### src/adc_acc_pkg.sv
package adc_acc_pkg;

	// widths of the sample, the accumulator and the select fields
	localparam int SAMPLE_W = 10;
	localparam int ACC_W    = 16;
	localparam int SEL_W    = 3;
	localparam int CNT_W    = 7;
	localparam int PAD_W    = ACC_W - SAMPLE_W;

	// repeat count select encodings
	localparam logic [SEL_W-1:0] RPT_1  = 3'h0;
	localparam logic [SEL_W-1:0] RPT_4  = 3'h1;
	localparam logic [SEL_W-1:0] RPT_8  = 3'h2;
	localparam logic [SEL_W-1:0] RPT_16 = 3'h3;
	localparam logic [SEL_W-1:0] RPT_32 = 3'h4;

	// justify / shift select encodings
	localparam logic [SEL_W-1:0] JUST_RIGHT = 3'h0;
	localparam logic [SEL_W-1:0] JUST_SHR1  = 3'h1;
	localparam logic [SEL_W-1:0] JUST_SHR2  = 3'h2;
	localparam logic [SEL_W-1:0] JUST_SHR3  = 3'h3;
	localparam logic [SEL_W-1:0] JUST_LEFT  = 3'h4;

	// reset values
	localparam logic [ACC_W-1:0] RESULT_RST = 16'h0000;
	localparam logic [ACC_W-1:0] ACC_RST    = 16'h0000;

	// burst power-up wait
	localparam int CLK_PERIOD_NS = 10;
	localparam int PWRUP_TIME_NS = 2000;
	localparam int PWRUP_CYCLES  = (PWRUP_TIME_NS + CLK_PERIOD_NS - 1) / CLK_PERIOD_NS;
	localparam int PWR_W         = $clog2(PWRUP_CYCLES + 1);

	typedef struct packed {
		logic                 burst_mode_enable;
		logic [SEL_W-1:0]     repeat_count_select;
		logic [SEL_W-1:0]     justify_shift_select;
	} acc_cfg_t;

	typedef struct packed {
		logic [7:0] result_high_byte;
		logic [7:0] result_low_byte;
	} result_t;

	// number of samples in one series; codes above 32 all mean 64
	function automatic logic [CNT_W-1:0] repeat_len(input logic [SEL_W-1:0] sel);
		case (sel)
			RPT_1:   repeat_len = 7'h01;
			RPT_4:   repeat_len = 7'h04;
			RPT_8:   repeat_len = 7'h08;
			RPT_16:  repeat_len = 7'h10;
			RPT_32:  repeat_len = 7'h20;
			default: repeat_len = 7'h40;
		endcase
	endfunction

endpackage

### src/result_formatter.sv
`timescale 1ns/1ns
module result_formatter
	import adc_acc_pkg::*;
(
	input  wire logic [ACC_W-1:0] total_i,
	input  wire logic [SEL_W-1:0] justify_shift_select_i,
	output logic      [ACC_W-1:0] word_o
);

	// right justify, shift right, or left justify the running total
	always_comb begin
		case (justify_shift_select_i)
			JUST_RIGHT: word_o = total_i;
			JUST_SHR1:  word_o = total_i >> 1;
			JUST_SHR2:  word_o = total_i >> 2;
			JUST_SHR3:  word_o = total_i >> 3;
			// any 1xx code left justifies; low pad bits read zero
			default:    word_o = {total_i[SAMPLE_W-1:0], {PAD_W{1'b0}}};
		endcase
	end

endmodule

### src/adc_result_accumulator.sv
`timescale 1ns/1ns
// Summary of operation
// - with repeat count one, each result is a plain 10-bit unsigned code.
// - select 000 gives right justified, 100 gives left justified at bit 15.
// - result bytes load when a conversion or a whole series completes.
// - series of 4, 8, 16, 32 or 64 samples are summed unsigned.
// - for counts above one, result bytes change only after the last sample.
// - 16-bit accumulator; select may shift the total right by 1, 2 or 3.
// - burst mode powers converter up, runs the series, then powers it down.
// - done flag sets only after the full repeat count has been summed.
// - result bytes hold valid data whenever the done flag is set.
// - in burst mode one start runs as many conversions as the repeat count.
module adc_result_accumulator
	import adc_acc_pkg::*;
#(
	parameter int PWRUP_WAIT = PWRUP_CYCLES
)(
	input  wire logic                sys_clk_i,
	input  wire logic                sys_rst_i,
	input  wire acc_cfg_t            cfg_i,
	input  wire logic                convert_start_i,
	input  wire logic                done_clear_i,
	input  wire logic                sample_valid_i,
	input  wire logic [SAMPLE_W-1:0] sample_data_i,
	output result_t                  result_o,
	output logic                     conversion_done_flag_o,
	output logic                     busy_o,
	output logic                     converter_enable_o,
	output logic                     converter_start_o
);

	typedef enum logic [1:0] {
		ST_IDLE    = 2'b00,
		ST_POWERUP = 2'b01,
		ST_CONVERT = 2'b10
	} seq_state_t;

	localparam logic [PWR_W-1:0] PWR_LAST = PWR_W'(PWRUP_WAIT - 1);
	// follows the instance's own wait, not the package default
	localparam int               PWR_BOUND = PWRUP_WAIT + 1;

	seq_state_t          state;
	logic [PWR_W-1:0]    pwr_count;
	logic [CNT_W-1:0]    sample_count;
	logic [ACC_W-1:0]    acc;
	logic [ACC_W-1:0]    next_total;
	logic [ACC_W-1:0]    formatted;
	logic [CNT_W-1:0]    series_len;
	logic                series_last;

	// running sum; first sample of a series replaces the old total
	assign series_len  = repeat_len(cfg_i.repeat_count_select);
	assign series_last = sample_valid_i && (sample_count == series_len - 7'h01);
	assign next_total  = (sample_count == 7'h00)
		? {{PAD_W{1'b0}}, sample_data_i}
		: acc + {{PAD_W{1'b0}}, sample_data_i};

	result_formatter u_formatter (
		.total_i                (next_total),
		.justify_shift_select_i (cfg_i.justify_shift_select),
		.word_o                 (formatted)
	);

	// accumulator and sample counter; 64 full-scale codes still fit 16 bits
	always_ff @(posedge sys_clk_i) begin
		if (sys_rst_i) begin
			acc          <= ACC_RST;
			sample_count <= 7'h00;
		end else if (sample_valid_i) begin
			acc <= next_total;
			if (series_last)
				sample_count <= 7'h00;
			else
				sample_count <= sample_count + 7'h01;
		end
	end

	// result bytes move only on the closing sample of a series
	always_ff @(posedge sys_clk_i) begin
		if (sys_rst_i) begin
			result_o <= RESULT_RST;
		end else if (series_last) begin
			result_o <= formatted;
		end
	end

	// done flag; a completing series beats a same-cycle clear
	always_ff @(posedge sys_clk_i) begin
		if (sys_rst_i)
			conversion_done_flag_o <= 1'b0;
		else if (series_last)
			conversion_done_flag_o <= 1'b1;
		else if (done_clear_i)
			conversion_done_flag_o <= 1'b0;
	end

	// sequencer: normal mode one conversion per start, burst runs a series
	always_ff @(posedge sys_clk_i) begin
		if (sys_rst_i) begin
			state             <= ST_IDLE;
			pwr_count         <= '0;
			converter_start_o <= 1'b0;
			busy_o            <= 1'b0;
		end else begin
			converter_start_o <= 1'b0;
			case (state)
				ST_IDLE: begin
					if (convert_start_i && cfg_i.burst_mode_enable) begin
						state     <= ST_POWERUP;
						pwr_count <= '0;
						busy_o    <= 1'b1;
					end else if (convert_start_i) begin
						state             <= ST_CONVERT;
						converter_start_o <= 1'b1;
						busy_o            <= 1'b1;
					end
				end
				ST_POWERUP: begin
					// converter needs settling time before the first track
					if (pwr_count == PWR_LAST) begin
						state             <= ST_CONVERT;
						converter_start_o <= 1'b1;
					end else begin
						pwr_count <= pwr_count + 1'b1;
					end
				end
				ST_CONVERT: begin
					if (sample_valid_i) begin
						if (cfg_i.burst_mode_enable && !series_last) begin
							converter_start_o <= 1'b1;
						end else begin
							state  <= ST_IDLE;
							busy_o <= 1'b0;
						end
					end
				end
				default: begin
					state  <= ST_IDLE;
					busy_o <= 1'b0;
				end
			endcase
		end
	end

	// converter power: always on in normal mode, burst drops it after a series
	always_ff @(posedge sys_clk_i) begin
		if (sys_rst_i)
			converter_enable_o <= 1'b0;
		else if (!cfg_i.burst_mode_enable)
			converter_enable_o <= 1'b1;
		else if (state == ST_IDLE && convert_start_i)
			converter_enable_o <= 1'b1;
		else if (series_last)
			converter_enable_o <= 1'b0;
	end

	AST_RESULT_ONLY_AT_END: assert property (
		@(posedge sys_clk_i) disable iff (sys_rst_i)
		!$stable(result_o) |-> $past(series_last)
	) else $error("result bytes changed outside series end");

	AST_FLAG_RISE_CAUSE: assert property (
		@(posedge sys_clk_i) disable iff (sys_rst_i)
		$rose(conversion_done_flag_o) |-> $past(series_last)
	) else $error("done flag rose without a finished series");

	AST_FLAG_SET_WINS: assert property (
		@(posedge sys_clk_i) disable iff (sys_rst_i)
		series_last |=> conversion_done_flag_o && result_o == $past(formatted)
	) else $error("series end did not set flag with its result");

	AST_RIGHT_UNUSED_ZERO: assert property (
		@(posedge sys_clk_i) disable iff (sys_rst_i)
		series_last && cfg_i.repeat_count_select == RPT_1
		&& cfg_i.justify_shift_select == JUST_RIGHT
		|=> result_o.result_high_byte[7:2] == 6'h00
	) else $error("unused high bits not zero in right justified result");

	AST_LEFT_JUSTIFY: assert property (
		@(posedge sys_clk_i) disable iff (sys_rst_i)
		series_last && cfg_i.justify_shift_select == JUST_LEFT
		&& cfg_i.repeat_count_select == RPT_1
		|=> result_o == {$past(sample_data_i), 6'h00}
	) else $error("left justified result misplaced");

	AST_SHIFT_ONE: assert property (
		@(posedge sys_clk_i) disable iff (sys_rst_i)
		series_last && cfg_i.justify_shift_select == JUST_SHR1
		|=> result_o == ($past(next_total) >> 1)
	) else $error("shift right by one wrong");

	AST_SERIES_RESTART: assert property (
		@(posedge sys_clk_i) disable iff (sys_rst_i)
		sample_valid_i && sample_count == 7'h00
		|=> acc == {6'h00, $past(sample_data_i)}
	) else $error("accumulator not restarted at series start");

	AST_COUNT_BOUND: assert property (
		@(posedge sys_clk_i) disable iff (sys_rst_i)
		sample_count < series_len || !$stable(cfg_i)
	) else $error("sample count ran past repeat count");

	AST_BURST_SHUTDOWN: assert property (
		@(posedge sys_clk_i) disable iff (sys_rst_i)
		series_last && cfg_i.burst_mode_enable && $stable(cfg_i)
		|=> !converter_enable_o && !busy_o
	) else $error("burst did not power converter down");

	AST_BURST_FIRST_START: assert property (
		@(posedge sys_clk_i) disable iff (sys_rst_i)
		state == ST_IDLE && convert_start_i && cfg_i.burst_mode_enable
		|=> converter_enable_o ##[1:PWR_BOUND] converter_start_o
	) else $error("burst start did not launch a conversion");

endmodule

### config.mk
export PLATFORM = sky130hd
export DESIGN_NAME = adc_result_accumulator
export DESIGN_NICKNAME = d
export VERILOG_FILES = /design/src/adc_acc_pkg.sv /design/src/result_formatter.sv /design/src/adc_result_accumulator.sv
export SDC_FILE = /design/constraint.sdc
export NUM_CORES = 1
export LEC_CHECK = 0
export ABC_AREA = 1
export BUFFER_PORTS_ARGS = -buffer_cell sky130_fd_sc_hd__buf_2
export CAP_MARGIN = 5
export CORE_MARGIN = 2
export CORE_UTILIZATION = 55
export CTS_BUF_LIST = sky130_fd_sc_hd__clkbuf_4 sky130_fd_sc_hd__clkbuf_8
export DETAILED_ROUTE_END_ITERATION = 10
export PLACE_DENSITY_LB_ADDON = 0.25
export REMOVE_ABC_BUFFERS = 1
export SLEW_MARGIN = 20
export SYNTH_ARGS = -nofsm -noshare
export SYNTH_HDL_FRONTEND = slang
export SYNTH_SLANG_ARGS = --single-unit
### constraint.sdc
create_clock -name sys_clk_i -period 2.7 [get_ports sys_clk_i]
set_clock_uncertainty 0.2 [all_clocks]
set_input_delay 0.27 -clock sys_clk_i [delete_from_list [all_inputs] [get_ports sys_clk_i]]
set_output_delay 0.27 -clock sys_clk_i [all_outputs]
set_load 0.02 [all_outputs]
==> results.cfg, run 1 <==
[timing]
fin_crit_ps = 2490
post-route-period-util_pct = 92.2
rsz0062_at_grt = false
worstMarginPinSlew_ps = 504
drv_slew = 0
setup_violations = 0
slew_headroom_pct = 66.4
finalSetupTns_ps = 0
timing.fmax_mhz = 402
finalHoldViolCount = 0

[placed_design]
port_buffers = 41
hpwl_mm = 7.47
gp_congestion = 0.919

[logic_synthesis]
synth_area_sq_um = 3750
ys_ff_latch = 53
synthArstFlopShare_pct = 0
yosysUniqueCellTypes = 47
synth.avg_cell_area_sq_um = 6.18
synth_seq_area_share_pct = 28.3
synth_edf_count = 0
netlist_instances = 607
synth_flop_cell = dfxtp_1
yosys_warnings = 0

[layout]
nFillCells = 626
drive_above_1_share_pct = 12.2
nets = 682
layout_common_cells = nand2_1 (176), inv_1 (85), nor2_1 (53), dfxtp_1 (53), nand3_1 (47)
layout_commonest_cell = nand2_1
area_growth_pct = 9.90
diodes = 0

[floorplanning]
die_area_sq_um = 7500
initial_utilization_pct = 56.2
pin_count = 42
chipHeight_um = 86.6
core_sq_um = 6680
row_count = 30
fp.dieW_um = 86.6

[clock_tree]
clk_latency_ps = 320
clock_path_buffers = 2
numCtsBuffers = 5
cts_tree = yes
cts-htree-levels = 2
numClockSinks = 53
root_buffer = clkbuf_8
clk_pin_slew_ps = 110

[min_path]
worstHoldStart = convert_start_i
worstHoldEndpoint = busy_o$_SDFFE_PP0P_
holdPathStages = 3
hold_class = primary input to register

[detailed_routing]
drtPass1Iterations = 6
drc_errors = 0
drt_iter0_drc = 387
vias = 4054
postRouteWirelength_mm = 9.89
vias_per_cell = 5.58
wl_per_cell_um = 13.6
drtAntennaViolNets = 0

[global_routing]
grt_start_max_net_pins = 28
use_met2_pct = 49.3
track_usage_pct = 27.5
grt_overflow = 0
antenna_found_initial = 0
grt_pass1_wl_mm = 16.7
grt_busiest_layer = met2
gr-usage-met3_pct = 4.00
grt_pass1_vias = 3894
use_met1_pct = 33.6

[setup_path]
required_ps = 2720
arrival_ps = 2510
r2r_slack_ps = 210
r2r_start = acc[0]$_SDFFE_PP0P_
startpoint_type = register
cp-end-kind = register
cp_max_fo = 5
crit_path_start = acc[0]$_SDFFE_PP0P_
rr_endpoint = result_o[4]$_SDFFE_PP0N_
r2r_cells = 14
critPathKind = register to register

[flow_run]
cap_violations = 0

[power]
powerDensity_nw_per_um2 = 447
ir_drop_v = 0.000264
leakagePower_nw = 2.07
p_total_w = 0.00184

[outcome]
status = finished, final reports clean
worst max-delay path by stage:
stage | endpoint | slack (ps) | cells past startpoint
2_1_floorplan | result_o[3]$_SDFFE_PP0N_ | 550 | 10
3_3_place_gp | result_o[7]$_SDFFE_PP0N_ | 210 | 16
3_5_place_dp | result_o[4]$_SDFFE_PP0N_ | 200 | 15
4_1_cts | result_o[8]$_SDFFE_PP0N_ | 220 | 11
5_1_grt | result_o[8]$_SDFFE_PP0N_ | 40 | 15
6_report | result_o[4]$_SDFFE_PP0N_ | 210 | 14
power breakdown:
group | internal (W) | total [W] | switching (W)
sequential | 0.000815 | 0.000840 | 0.0000249
combinational | 0.000162 | 0.000509 | 0.000347
clock | 0.000185 | 0.000495 | 0.000309
total | 0.00116 | 0.00184 | 0.000681
registers in the layout (all words and copies together) (netlist names):
| register | count |
|---|---|
| converter_enable_o | 1 |
| converter_start_o | 1 |
| state | 2 |
| sample_count | 7 |
| pwr_count | 8 |
| conversion_done_flag_o | 1 |
| result_o | 16 |
| acc | 16 |
| busy_o | 1 |
through the flow:
step | utilization [%] | instances | worst slack, ps | hold WS [ps] | instance area, sq um
floorplan | - | 590 | 548 | 139 | 3660
global placement | 60.1 | 717 | 207 | 232 | 4010
global route | 61.7 | 727 | 44.1 | 119 | 4130
finish | 61.7 | 727 | 211 | 89.3 | 4130
detailed placement | 60.1 | 717 | 196 | 240 | 4010
CTS | 61.7 | 727 | 225 | 93.6 | 4120
cells in the mapped netlist, types with 5 or more instances:
library cell,instances,area share (%)
nand2_1,177,18
ha_1,13,4.3
inv_1,85,8.5
clkbuf_1,7,0.70
nor3_1,11,1.5
a21oi_1,33,4.4
o21ai_1,5,0.67
o21ai_0,38,5.1
nand4_1,18,3.0
dfxtp_1,53,28
nand3_1,47,6.3
nor2_1,53,5.3
area by class of cell:
type | count | area, sq um | area share [%]
flip-flops and latches | 53 | 1060 | 25.7
multi-input cells | 449 | 2270 | 55.1
clock inverters | 3 | 21.3 | 0.516
inverters | 88 | 333 | 8.07
well taps | 80 | 100 | 2.43
repair buffers | 49 | 270 | 6.55
clock buffers | 5 | 68.8 | 1.67
worst max-delay path: stages (launching register included):
cell and delay (ps):
dfxtp_1 350, ha_1 200, inv_1 70, fa_1 400
inv_1 90, nand3_1 70, nand3_1 170, xnor2_1 140
nand2_1 80, nand2_2 150, inv_1 70, nand2_1 50
o21ai_0 60, o21ai_0 210, nand2_1 80
per-layer routing:
layer,vias up,part of all wire (%)
met1,1848,43
met5,-,0
li1,2039,-
met4,0,2.4
met2,141,48
met3,26,5.9
cell families (layout without fill, tap and decap cells):
group	count (synthesis)	after routing	share of synthesized area [%]
and+or+nand+nor	333	333	39.7
buffers and inverters	105	145	11.3
AOI/OAI and AO/OA	95	95	14.3
DFF	53	53	28.3
adders and majority gates	14	14	4.87
xor gates and xnor gates	7	7	1.63
repair_timing:
item	4_1_cts	5_1_grt
gates resized for setup	0	2
endpoints found under the hold margin	2	0
hold buffers	2	0
buffers inserted	0	0
endpoints found under the setup margin	0	3
Note: power is estimated with default switching activity, not from simulation.
==> run 2: changes to the inputs <==
Settings changed: CORE_MARGIN 2 to unset.
==> run 2 against run 1 <==
  * Die area decreased by 4.6%
  * Utilization increased by 2.3 points
  * Non-clock buffer count unchanged
  * Sequential cell count unchanged
  * Clock-buffer cell count unchanged
  * Fmax increased by 0.17%
  * Wire length increased by 1.7%
  * Sequential power about the same
  * Critical endpoint is now result_o[7]$_SDFFE_PP0N_
  * Via count decreased by 0.84%
  * Sequential share of layout area decreased by 0.070 points
==> results.cfg, run 2 (synthesized netlist as in run 1, its figures left out) <==
[setup_path]
startpoint_type = register
critPathKind = register to register
r2r_cells = 15
cp_slowest_stage_delay_ps = 410
r2r_slack_ps = 220
rr_endpoint = result_o[7]$_SDFFE_PP0N_
cp_max_fo = 5
cp-end-kind = register
required_ps = 2730
arrival_ps = 2510
r2r_start = acc[0]$_SDFFE_PP0P_
worstPathCellList = ha_1, inv_1, fa_1, inv_1, nand3_1, nand3_2, nand2_1, nand3_1, nand3_1, nand2_1, nor2_1, nor2_1, nand3_1, nand2_1, nand2_1
crit_slowest_cell = fa_1

[timing]
finalHoldViolCount = 0
post-route-period-util_pct = 92.0
rsz0062_at_grt = false
finalSetupTns_ps = 0
slew_headroom_pct = 63.0
worstMarginPinSlew_ps = 554
setup_violations = 0
fin_crit_ps = 2480
drv_slew = 0
setup_slack_ps = 215
timing.fmax_mhz = 402

[layout]
final_area_sq_um = 4140
layout_commonest_cell = nand2_1
stdcell_count = 724
layout_common_cells = nand2_1 (177), inv_1 (85), nor2_1 (53), dfxtp_1 (53), nand3_1 (45)
nets = 682
area_growth_pct = 10.2
diodes = 0
drive_above_1_share_pct = 12.4
reg_top3 = acc (16), result_o (16), pwr_count (8)

[clock_tree]
cts_tree = yes
clock_path_buffers = 2
numClockSinks = 53
root_buffer = clkbuf_8
numCtsBuffers = 5
clk_latency_ps = 330
clk_pin_slew_ps = 110
cts-htree-levels = 2

[outcome]
status = finished, final reports clean

[placed_design]
hpwl_mm = 7.51
port_buffers = 41
placed_cell_area_sq_um = 4010
preCtsSetupSlack_ps = 184
dp.cells = 714
gp_congestion = 0.963

[floorplanning]
fp.dieW_um = 84.6
row_count = 29
initial_utilization_pct = 58.1
pin_count = 42
chipHeight_um = 84.6
core_sq_um = 6460
die_area_sq_um = 7160

[global_routing]
grt_start_max_net_pins = 27
grt_pass1_vias = 3813
grt_overflow = 0
antenna_found_initial = 0
track_usage_pct = 29.2
grt_pass1_wl_mm = 16.9

[detailed_routing]
vias_per_cell = 5.55
postRouteWirelength_mm = 10.1
vias = 4020
wl_per_cell_um = 13.9
drc_errors = 0
drt_iter0_drc = 261
drtAntennaViolNets = 0
drtPass1Iterations = 5

[power]
powerDensity_nw_per_um2 = 450
leakagePower_nw = 2.08
ir_drop_v = 0.000295

[flow_run]
cap_violations = 0

[min_path]
worstHoldEndpoint = busy_o$_SDFFE_PP0P_
holdPathStages = 3
hold_class = primary input to register
worstHoldStart = convert_start_i
==> run 2: changes by cell type in the layout (fill, tap and decap cells not counted) <==
cell | previous run | this run
nand3_1 | 47 | 45
clkinv_2 | 1 | 0
clkinv_4 | 0 | 1
nand2_2 | 3 | 2
clkinvlp_4 | 1 | 0
inv_8 | 0 | 1
nand3_2 | 1 | 3
nand2_1 | 176 | 177
==> run 2: per-stage QoR <==
| step | hold WS, ps | util (%) | total power [W] |
|---|---|---|---|
| floorplan | 139 | - | 0.00120 |
| global placement | 233 | 62.1 | 0.00134 |
| detailed placement | 235 | 62.1 | 0.00135 |
| CTS | 102 | 63.9 | 0.00186 |
| global route | 112 | 64.0 | 0.00196 |
| finish | 107 | 64.0 | 0.00186 |
==> run 2: report_power, final <==
group          switching, W  internal [W]
Clock              0.000312      0.000195
Sequential        0.0000243      0.000815
Combinational      0.000352      0.000163
Total              0.000688       0.00117
==> run 2: layer usage <==
metal / track usage, % / wire (um) / vias to the layer above
li1: - / - / 2044
met1: 36.4 / 4340 / 1797
met2: 49.5 / 4780 / 155
met3: 4.82 / 686 / 24
met4: 13.4 / 259 / 0
met5: 0 / 0 / -
==> run 2: area by class of cell <==
type	count	area [sq um]
Timing Repair Buffer	49	270
Clock buffer	5	68.8
Multi-Input combinational cell	449	2280
Tap cell	77	96.3
Clock inverter	3	28.8
Inverter	88	333
Fill cell	626	2320
Sequential cell	53	1060
==> run 2: critical path: cells and delay by family (launching register included) <==
kind	cells	cell delay, ps
buf+inv	2	180
fa+ha+maj	2	610
flops	1	360
simple gates	11	1050
==> run 2: worst max-delay path by stage <==
stage	slack, ps	end	from	cells after the start
after floorplan	550	result_o[3]$_SDFFE_PP0N_	sample_count[0]$_SDFFE_PP0P_	10
final	220	result_o[7]$_SDFFE_PP0N_	acc[0]$_SDFFE_PP0P_	15
after global routing	6	result_o[7]$_SDFFE_PP0N_	acc[0]$_SDFFE_PP0P_	15
after global placement	190	result_o[7]$_SDFFE_PP0N_	sample_data_i[0]	16
after detailed placement	180	result_o[7]$_SDFFE_PP0N_	sample_data_i[0]	16
after CTS	190	result_o[7]$_SDFFE_PP0N_	acc[0]$_SDFFE_PP0P_	15
==> run 2: what timing repair did <==
action | CTS | global route
endpoints found under the setup margin | 0 | 7
hold buffers | 2 | 0
resized for setup | 0 | 3
buffers inserted | 0 | 0
hold endpoints to repair | 2 | 0
